<file path="src/hdl/dir_defines.vh">
// Offsets, field positions and fixed values of the identity register bank
`ifndef DIR_DEFINES_VH
`define DIR_DEFINES_VH

// Register byte addresses on the system bus
`define DIR_ADDR_W          28
`define DIR_OFS_DIE_WAFER   28'hfffff7c
`define DIR_OFS_DIE_LOT     28'hfffff80
`define DIR_OFS_ID_WORD     28'hffffff0

// Identification word field positions
`define DIR_COP_BIT         31
`define DIR_CFG_MSB         30
`define DIR_CFG_LSB         17
`define DIR_PROC_MSB        16
`define DIR_PROC_LSB        13
`define DIR_IOV_BIT         12
`define DIR_PAR_BIT         11
`define DIR_FECC_MSB        10
`define DIR_FECC_LSB        9
`define DIR_RECC_BIT        8
`define DIR_REV_MSB         7
`define DIR_REV_LSB         3
`define DIR_FAM_MSB         2
`define DIR_FAM_LSB         0

// Fixed flag values of the identification word
`define DIR_COP_VAL         1'h1
`define DIR_IOV_33V         1'h0
`define DIR_PAR_VAL         1'h1
`define DIR_FECC_VAL        2'h2
`define DIR_RECC_VAL        1'h1

// Die identifier field positions
`define DIR_X_MSB           11
`define DIR_X_LSB           0
`define DIR_Y_MSB           23
`define DIR_Y_LSB           12
`define DIR_WAF_MSB         31
`define DIR_WAF_LSB         24
`define DIR_LOT_MSB         23
`define DIR_LOT_LSB         0
`define DIR_LOT_W           24

// Reset value of every read-data and status flop
`define DIR_RST_WORD        32'h00000000

`endif

</file>
<file path="src/hdl/dir_regs.v">
// Read-only device identification and die identifier register bank
//
// Decided for this implementation: the strobed register port.
`timescale 1ns/1ps
`default_nettype none
`include "dir_defines.vh"

// Behaviour
// - Identification word read-only at fixed address
// - Bit 31 one: system coprocessor present
// - Bits 30:17 fixed configuration number
// - Bits 16:13 four-bit process code
// - Bit 12 zero: 3.3 V I/O
// - Bit 11 one: peripheral memory parity
// - Bits 10:9 binary 10: program ECC
// - Bit 8 one: RAM ECC present
// - Bits 7:3 five-bit silicon revision
// - Bits 2:0 fixed platform family code
// - Two read-only die registers, 56-bit identifier
// - Die fields: X, Y, wafer, lot, reserved
module dir_regs #(
  parameter [13:0] CFG_NUM  = 14'h0123, // Configuration number, arbitrary value
  parameter [3:0]  PROC     = 4'h6,     // Process code, arbitrary value
  parameter [4:0]  REVISION = 5'h01,    // Silicon revision, arbitrary value
  parameter [2:0]  FAMILY   = 3'h3      // Platform family code, arbitrary value
) (
  // Clock and reset
  input  wire                   mclk,
  input  wire                   rst_b,
  // Register port
  input  wire [`DIR_ADDR_W-1:0] reg_addr,
  input  wire [31:0]            reg_wdata,
  input  wire                   reg_wr,
  input  wire                   reg_rd,
  output reg  [31:0]            reg_rdata_q,
  output reg                    reg_miss_q,
  // Die identifier fuses, stable during reset
  input  wire [31:0]            die_fuse_lo,
  input  wire [23:0]            die_fuse_hi,
  // Decoded identity for other on-chip logic
  output reg  [4:0]             revision_q,
  output reg  [11:0]            die_x_q,
  output reg  [11:0]            die_y_q,
  output reg  [7:0]             wafer_num_q,
  output reg  [23:0]            lot_num_q,
  output reg                    die_lot_number_valid_q
);

  // Address compare used by every decode path
  function hit;
    input [`DIR_ADDR_W-1:0] a;
    input [`DIR_ADDR_W-1:0] ofs;
    begin
      hit = (a == ofs);
    end
  endfunction

  // Constant identification word
  wire [31:0] id_word;
  // Held die identifier halves
  wire [31:0] die_lo;
  wire [23:0] die_hi;
  // Die identifier has been frozen
  wire        die_held;
  // Selected read value
  reg  [31:0] rd_mux;
  // Address matches a mapped register
  reg         mapped;
  // Write data deliberately unused; kept for bus completeness
  wire        wdata_unused;

  assign wdata_unused = ^reg_wdata;

  dir_word_pack #(
    .CFG_NUM  (CFG_NUM),
    .PROC     (PROC),
    .REVISION (REVISION),
    .FAMILY   (FAMILY)
  ) u_pack (
    .id_word (id_word)
  );

  dir_fuse_latch u_fuse (
    .mclk     (mclk),
    .rst_b    (rst_b),
    .fuse_lo  (die_fuse_lo),
    .fuse_hi  (die_fuse_hi),
    .die_lo_q (die_lo),
    .die_hi_q (die_hi),
    .held_q   (die_held)
  );

  // Read decode; unmapped addresses give zero
  always @* begin
    rd_mux = `DIR_RST_WORD;
    mapped = 1'b1;
    if (hit(reg_addr, `DIR_OFS_ID_WORD)) begin
      rd_mux = id_word;
    end else if (hit(reg_addr, `DIR_OFS_DIE_WAFER)) begin
      rd_mux = die_lo;
    end else if (hit(reg_addr, `DIR_OFS_DIE_LOT)) begin
      rd_mux = {8'h00, die_hi};
    end else begin
      // Nothing mapped here
      mapped = 1'b0;
    end
  end

  // Read data stands for the one cycle after the strobe only
  always @(posedge mclk) begin
    if (!rst_b) begin
      reg_rdata_q <= `DIR_RST_WORD;
      reg_miss_q  <= 1'b0;
    end else if (reg_rd) begin
      reg_rdata_q <= rd_mux;
      reg_miss_q  <= ~mapped;
    end else begin
      reg_rdata_q <= `DIR_RST_WORD;
      reg_miss_q  <= 1'b0;
    end
  end

  // Decoded identity for other logic, refreshed from the held values and the identification word
  always @(posedge mclk) begin
    if (!rst_b) begin
      revision_q     <= 5'h00;
      die_x_q        <= 12'h000;
      die_y_q        <= 12'h000;
      wafer_num_q    <= 8'h00;
      lot_num_q      <= 24'h000000;
      die_lot_number_valid_q <= 1'b0;
    end else begin
      revision_q     <= id_word[`DIR_REV_MSB:`DIR_REV_LSB];
      die_x_q        <= die_lo[`DIR_X_MSB:`DIR_X_LSB];
      die_y_q        <= die_lo[`DIR_Y_MSB:`DIR_Y_LSB];
      wafer_num_q    <= die_lo[`DIR_WAF_MSB:`DIR_WAF_LSB];
      lot_num_q      <= die_hi[`DIR_LOT_MSB:`DIR_LOT_LSB];
      die_lot_number_valid_q <= die_held;
    end
  end

endmodule

`default_nettype wire

</file>
<file path="src/hdl/dir_fuse_latch.v">
// Capture and hold of the die identifier presented by the fuse array
`timescale 1ns/1ps
`default_nettype none

module dir_fuse_latch (
  // Clock and reset
  input  wire        mclk,
  input  wire        rst_b,
  // Fuse array values, stable during reset
  input  wire [31:0] fuse_lo,
  input  wire [23:0] fuse_hi,
  // Held die identifier
  output reg  [31:0] die_lo_q,
  output reg  [23:0] die_hi_q,
  output reg         held_q
);

  // Follow the fuses while in reset, freeze at release so reads never see a change
  always @(posedge mclk) begin
    if (!rst_b) begin
      die_lo_q <= fuse_lo;
      die_hi_q <= fuse_hi;
      held_q   <= 1'b0;
    end else begin
      // Frozen after release
      held_q   <= 1'b1;
    end
  end

endmodule

`default_nettype wire

</file>
<file path="src/hdl/dir_word_pack.v">
// Assembly of the constant identification word from its fields
`timescale 1ns/1ps
`default_nettype none
`include "dir_defines.vh"

module dir_word_pack #(
  parameter [13:0] CFG_NUM  = 14'h0123, // Configuration number, arbitrary value
  parameter [3:0]  PROC     = 4'h6,     // Process code, arbitrary value
  parameter [4:0]  REVISION = 5'h01,    // Silicon revision, arbitrary value
  parameter [2:0]  FAMILY   = 3'h3      // Platform family code, arbitrary value
) (
  // Packed identification word
  output wire [31:0] id_word
);

  // Place every field at its bit position
  function [31:0] pack;
    input [13:0] cfg;
    input [3:0]  prc;
    input [4:0]  rev;
    input [2:0]  fam;
    begin
      pack = `DIR_RST_WORD;
      pack[`DIR_COP_BIT] = `DIR_COP_VAL;
      pack[`DIR_CFG_MSB:`DIR_CFG_LSB] = cfg;
      pack[`DIR_PROC_MSB:`DIR_PROC_LSB] = prc;
      pack[`DIR_IOV_BIT] = `DIR_IOV_33V;
      pack[`DIR_PAR_BIT] = `DIR_PAR_VAL;
      pack[`DIR_FECC_MSB:`DIR_FECC_LSB] = `DIR_FECC_VAL;
      pack[`DIR_RECC_BIT] = `DIR_RECC_VAL;
      pack[`DIR_REV_MSB:`DIR_REV_LSB] = rev;
      pack[`DIR_FAM_MSB:`DIR_FAM_LSB] = fam;
    end
  endfunction

  assign id_word = pack(CFG_NUM, PROC, REVISION, FAMILY);

endmodule

`default_nettype wire

</file>
<file path="config.mk">
export PLATFORM = sky130hd
export DESIGN_NAME = dir_regs
export DESIGN_NICKNAME = d
export VERILOG_FILES = /design/src/hdl/dir_regs.v /design/src/hdl/dir_fuse_latch.v /design/src/hdl/dir_word_pack.v
export VERILOG_INCLUDE_DIRS = /design/src /design/src/hdl
export SDC_FILE = /design/constraint.sdc
export NUM_CORES = 1
export LEC_CHECK = 0
export CAP_MARGIN = 5
export CORE_UTILIZATION = 45
export DETAILED_ROUTE_END_ITERATION = 6
export DONT_BUFFER_PORTS = 1
export HOLD_SLACK_MARGIN = 0.12
export SLEW_MARGIN = 40
export SYNTH_ARGS = -nofsm -noshare
export SYNTH_HDL_FRONTEND = slang
export SYNTH_SLANG_ARGS = --single-unit
</file>
<file path="constraint.sdc">
create_clock -name mclk -period 3.1 [get_ports mclk]
set_clock_uncertainty 0.05 [all_clocks]
set_input_delay 0.62 -clock mclk [delete_from_list [all_inputs] [get_ports mclk]]
set_output_delay 0.62 -clock mclk [all_outputs]
set_load 0.02 [all_outputs]
</file>
# Word level (Yosys, flattened, before mapping)
# Index checks and enable logic that the tools add are counted.
[word_totals]
ff_bits = 152
inputBits = 120
output_inout_bits = 95
wordCells = 28
[classes]
eq_ne = 3
n_mux = 8
n_bitwise = 3
n_reduce_logical = 2
[op_table]
columns = ["op", "n"]
rows = [
  ["$eq A28 B28 Y1 const B", 3],
  ["$mux W32", 2],
  ["$mux W24", 1],
  ["$mux W1", 5],
  ["$not A1 Y1", 3],
  ["$reduce_or A3 Y1", 1],
  ["$reduce_and A2 Y1", 1],
]

# Depth between registers and ports, before layout
[logic_depth]
depth_word = 5
depth_mapped = 6
depth_no_buf = 4

# Hierarchy
# A second synthesis with hierarchy kept.
[unflattened]
cells_unflattened = 405
hier_area_um2 = 5342.6
[by_module_without_submodules]
columns = ["mod", "instances", "cells_per_inst", "area_per_inst_um2", "seq_area_each_um2"]
rows = [
  ["dir_regs", 1, 313, 3389.5, 1901.8],
  ["dir_fuse_latch", 1, 58, 1705.4, 1701.6],
  ["dir_word_pack", 1, 34, 247.7, 0.0],
]

# Worst setup path before layout
# No wires, ideal clock.
[synth_timing]
kind = "input -> register"
start = "input port rst_b"
end = "register u_fuse.die_hi_q[0] (enable)"
setup_time_ns = 0.410
arrival_ns = 1.873
required_ns = 2.640
setup_slack_ns = 0.767
stages = 2
n_path_buf = 1
path_cell_list = "clkbuf_1 -> inv_1"
[synth_lines]
columns = ["element", "line_no", "text"]
rows = [
  ["start, declared", "dir_regs.v:29", "input wire rst_b,"],
  ["end signal, assigned", "dir_fuse_latch.v:22", "die_hi_q <= fuse_hi;"],
  ["end, declared", "dir_fuse_latch.v:14", "output reg [23:0] die_hi_q,"],
]
# No word-level cell between the ends.

# Final worst setup path
[layout_timing]
start = "input port reg_addr[3]"
end = "register reg_rdata_q[4]"
[layout_between]
elab_chain_cells = 3
elab_cells_between_ends = 6
classes_between = "3 x eq/ne; 2 x mux; 1 x reduce/logical"
[layout_lines]
columns = ["element", "line_no", "text"]
rows = [
  ["start, declared", "dir_regs.v:31", "input wire [`DIR_ADDR_W-1:0] reg_addr,"],
  ["$eq A28 B28 Y1", "dir_regs.v:54", "hit = (a == ofs);"],
  ["$mux W24", "dir_regs.v:101", "end else if (hit(reg_addr, `DIR_OFS_DIE_LOT)) begin"],
  ["$mux W32", "dir_regs.v:99", "end else if (hit(reg_addr, `DIR_OFS_DIE_WAFER)) begin"],
  ["end signal, assigned", "dir_regs.v:112", "reg_rdata_q <= `DIR_RST_WORD;"],
  ["end signal, assigned", "dir_regs.v:115", "reg_rdata_q <= rd_mux;"],
  ["end signal, assigned", "dir_regs.v:118", "reg_rdata_q <= `DIR_RST_WORD;"],
  ["end, declared", "dir_regs.v:35", "output reg [31:0] reg_rdata_q,"],
]
# Several ways; a longest one is shown, not always the timed one.
# A chain may end at the register's enable or synchronous reset.

==> results.toml <==
[status]
status = "complete, no violations"

[yosys]
synth_top_area_cell = "dfxtp_1"
synthTopCellsByArea = "dfxtp_1, edfxtp_1, and2_1"
ys_warn_count = 0
async_flop_share = 0
seq_area_frac_synth = 0.724
synth_most_common_cell = "dfxtp_1"
syn_avg_cell_area_sq_um = 13.3
ys_top_cells_by_count = "dfxtp_1, and2_1, edfxtp_1"
synth-seq-cells = 147
synth_edf_count = 56
synthCells = 363
synth_cell_types = 31
synth_top_area_frac = 0.377
netlist_area_sq_um = 4840
synthFlopType = "dfxtp_1"

[clock_tree]
root_buffer = "clkbuf_8"
cts_inserted_buffers = 17
ctsHtreeMaxLevel = 4
clkTransAtPathRegs_ns = 0.06
cts_max_path_buffers = 2
cts_setup_buffers = 0
clk_latency_ns = 0.51
cts_tree = "done"
clock-sinks = 147

[critical_path]
r2r_start = "u_fuse.die_lo_q[22]"
crit_type = "in2reg"
rrSetupSlack_ns = 2.02
endpoint_kind = "register"
cp_data_required_time_ns = 3.42
critPathArrivalTime_ns = 2.05
reg2reg_to = "reg_rdata_q[22]"
startpoint = "reg_addr[3]"
r2r_cells = 4
start_kind = "primary input"
critical_path.max_fanout = 14

[die]
core_sq_um = 10400
dieWidth_microns = 106
die_h_microns = 106
initial_core_util = 0.467
top_level_ports = 215
num_rows = 37
die-area_sq_um = 11200

[routing]
wirelength_mm = 9.77
routedWlPerCell_microns = 19.0
num_vias = 2686
drtPass1Iterations = 4
drtIter0Drc = 132
drtAntennaViolNets = 0
drc_errors = 0
post_drt_via_cell_ratio = 5.23

[grt]
overflow = 0
grt_max_degree = 61
grt_usage = 0.184
grt_pass1_wl_mm = 14.9
grt_pass1_vias = 2781
antenna_found_initial = 1

[sta]
fin_crit_sh = 0.558
setup_viol = 0
tns_ns = 0
final.setup.worst_slack_ns = 1.37
final-max-slew-violation-count = 0
rsz0062_at_grt = "no"
timing.slew.headroom = 0.494
max_clock_freq_ghz = 0.578
whs_ns = 0.149
worst_slew_pin_slew_ns = 0.754
layout_min_cycle_time_ns = 1.73
hold_violations = 0

[placement]
io_buffers = 0
place_ws_ns = 0.827
place_hpwl_mm = 6.53
gp_congestion = 0.833

[min_path]
hold_path.startpoint = "die_fuse_hi[23]"
hp-class = "in2reg"
hold_depth = 0
whs_endpoint = "u_fuse.die_hi_q[23]"

[power_and_ir_drop]
intPower_uw = 3420
sw_frac_of_total = 0.218
p_sw_uw = 952
pwr-share-clk = 0.468
p_seq_frac = 0.511
p_leak_uw = 0.00201
vdd_drop_max_v = 0.000396
p_per_area_nw_per_um2 = 786
comb_power_share = 0.021

[layout]
syn_to_final_growth_pct = 15.0
final_util = 0.537
fin_nets = 484
layout-drive-gt1-share = 0.151

[job]
drv_cap = 0
logic make-up after synthesis:
logic type | count (synthesis) | synth area share
and+or+nand+nor | 146 | 0.185
buffers and inverters | 29 | 0.0300
AOI/OAI and AO/OA | 40 | 0.0603
DFF | 147 | 0.724
other | 1 | 0.000775
cell usage in the layout, fill, tap and decap left out, types with 2 or more instances in the layout:
cell type	count
dfxtp_1	91
and2_1	58
edfxtp_1	56
nand3_1	40
a21oi_1	17
clkbuf_16	16
nand2_1	13
nor2_1	12
o2111ai_1	11
a21oi_2	9
and3_1	7
conb_1	4
inv_6	4
buf_4	4
bufinv_16	3
clkinvlp_4	3
nand4b_4	2
nand4_1	2
nor4_4	2
o21a_1	2
clkbuf_8	2
metal layers:
metal  vias up  global-route usage  share of wire
met2       122               0.299           0.50
met3        19              0.0686          0.079
li1       1268                   -              -
met5         -                   0              0
met1      1277               0.206           0.39
met4         0               0.110          0.031
layout make-up:
type                    instances  area, sq um
diodes                          1         2.50
clock buffers                  18          428
clock inverters                14          176
fillers                       891         4810
inverters                       2         7.51
multi-input cells             190         1220
flip-flops and latches        147         3500
well taps                     136          170
repair buffers                  6         60.1
repair_timing:
item,CTS,global route
endpoints found under the hold margin,1,0
hold buffers,1,0
gates resized for setup,0,0
worst max-delay path by stage:
| stage | cells past startpoint | to | slack, ns |
|---|---|---|---|
| 2_1_floorplan | 2 | u_fuse.die_hi_q[0] | 0.77 |
| 3_3_place_gp | 5 | reg_rdata_q[6] | 0.84 |
| 3_5_place_dp | 5 | reg_rdata_q[7] | 0.83 |
| 4_1_cts | 5 | reg_rdata_q[7] | 1.35 |
| 5_1_grt | 5 | reg_rdata_q[4] | 1.25 |
| 6_report | 5 | reg_rdata_q[4] | 1.37 |
power groups by stage:
stage / logic, uW / registers [uW] / clock network [uW]
after floorplan: 86.2 / 2260 / 0
after global placement: 89.9 / 2280 / 0
after detailed placement: 92.0 / 2280 / 0
after CTS: 93.9 / 2240 / 2090
after global routing: 104 / 2240 / 2170
final: 91.3 / 2230 / 2050
worst max-delay path, cell delays in order:
cell,delay (ns)
nor3b_2,0.15
buf_4,0.19
or4b_4,0.51
o21ai_4,0.49
a21oi_1,0.08
sequential cells by signal, summed over array words and instances, names as in the netlist:
name                    flops
die_x_q                    12
revision_q                  1
die_lot_number_valid_q      1
die_y_q                    12
u_fuse.die_hi_q            24
reg_miss_q                  1
wafer_num_q                 8
reg_rdata_q                32
u_fuse.die_lo_q            32
lot_num_q                  24
stage by stage:
stage	area, sq um	total power, uW	instances
2_1_floorplan	4850	2340	366
3_3_place_gp	4950	2370	480
3_5_place_dp	4950	2370	480
4_1_cts	5560	4420	513
5_1_grt	5560	4520	514
6_report	5560	4370	514
No activity file was read; power rests on OpenSTA's default activity.
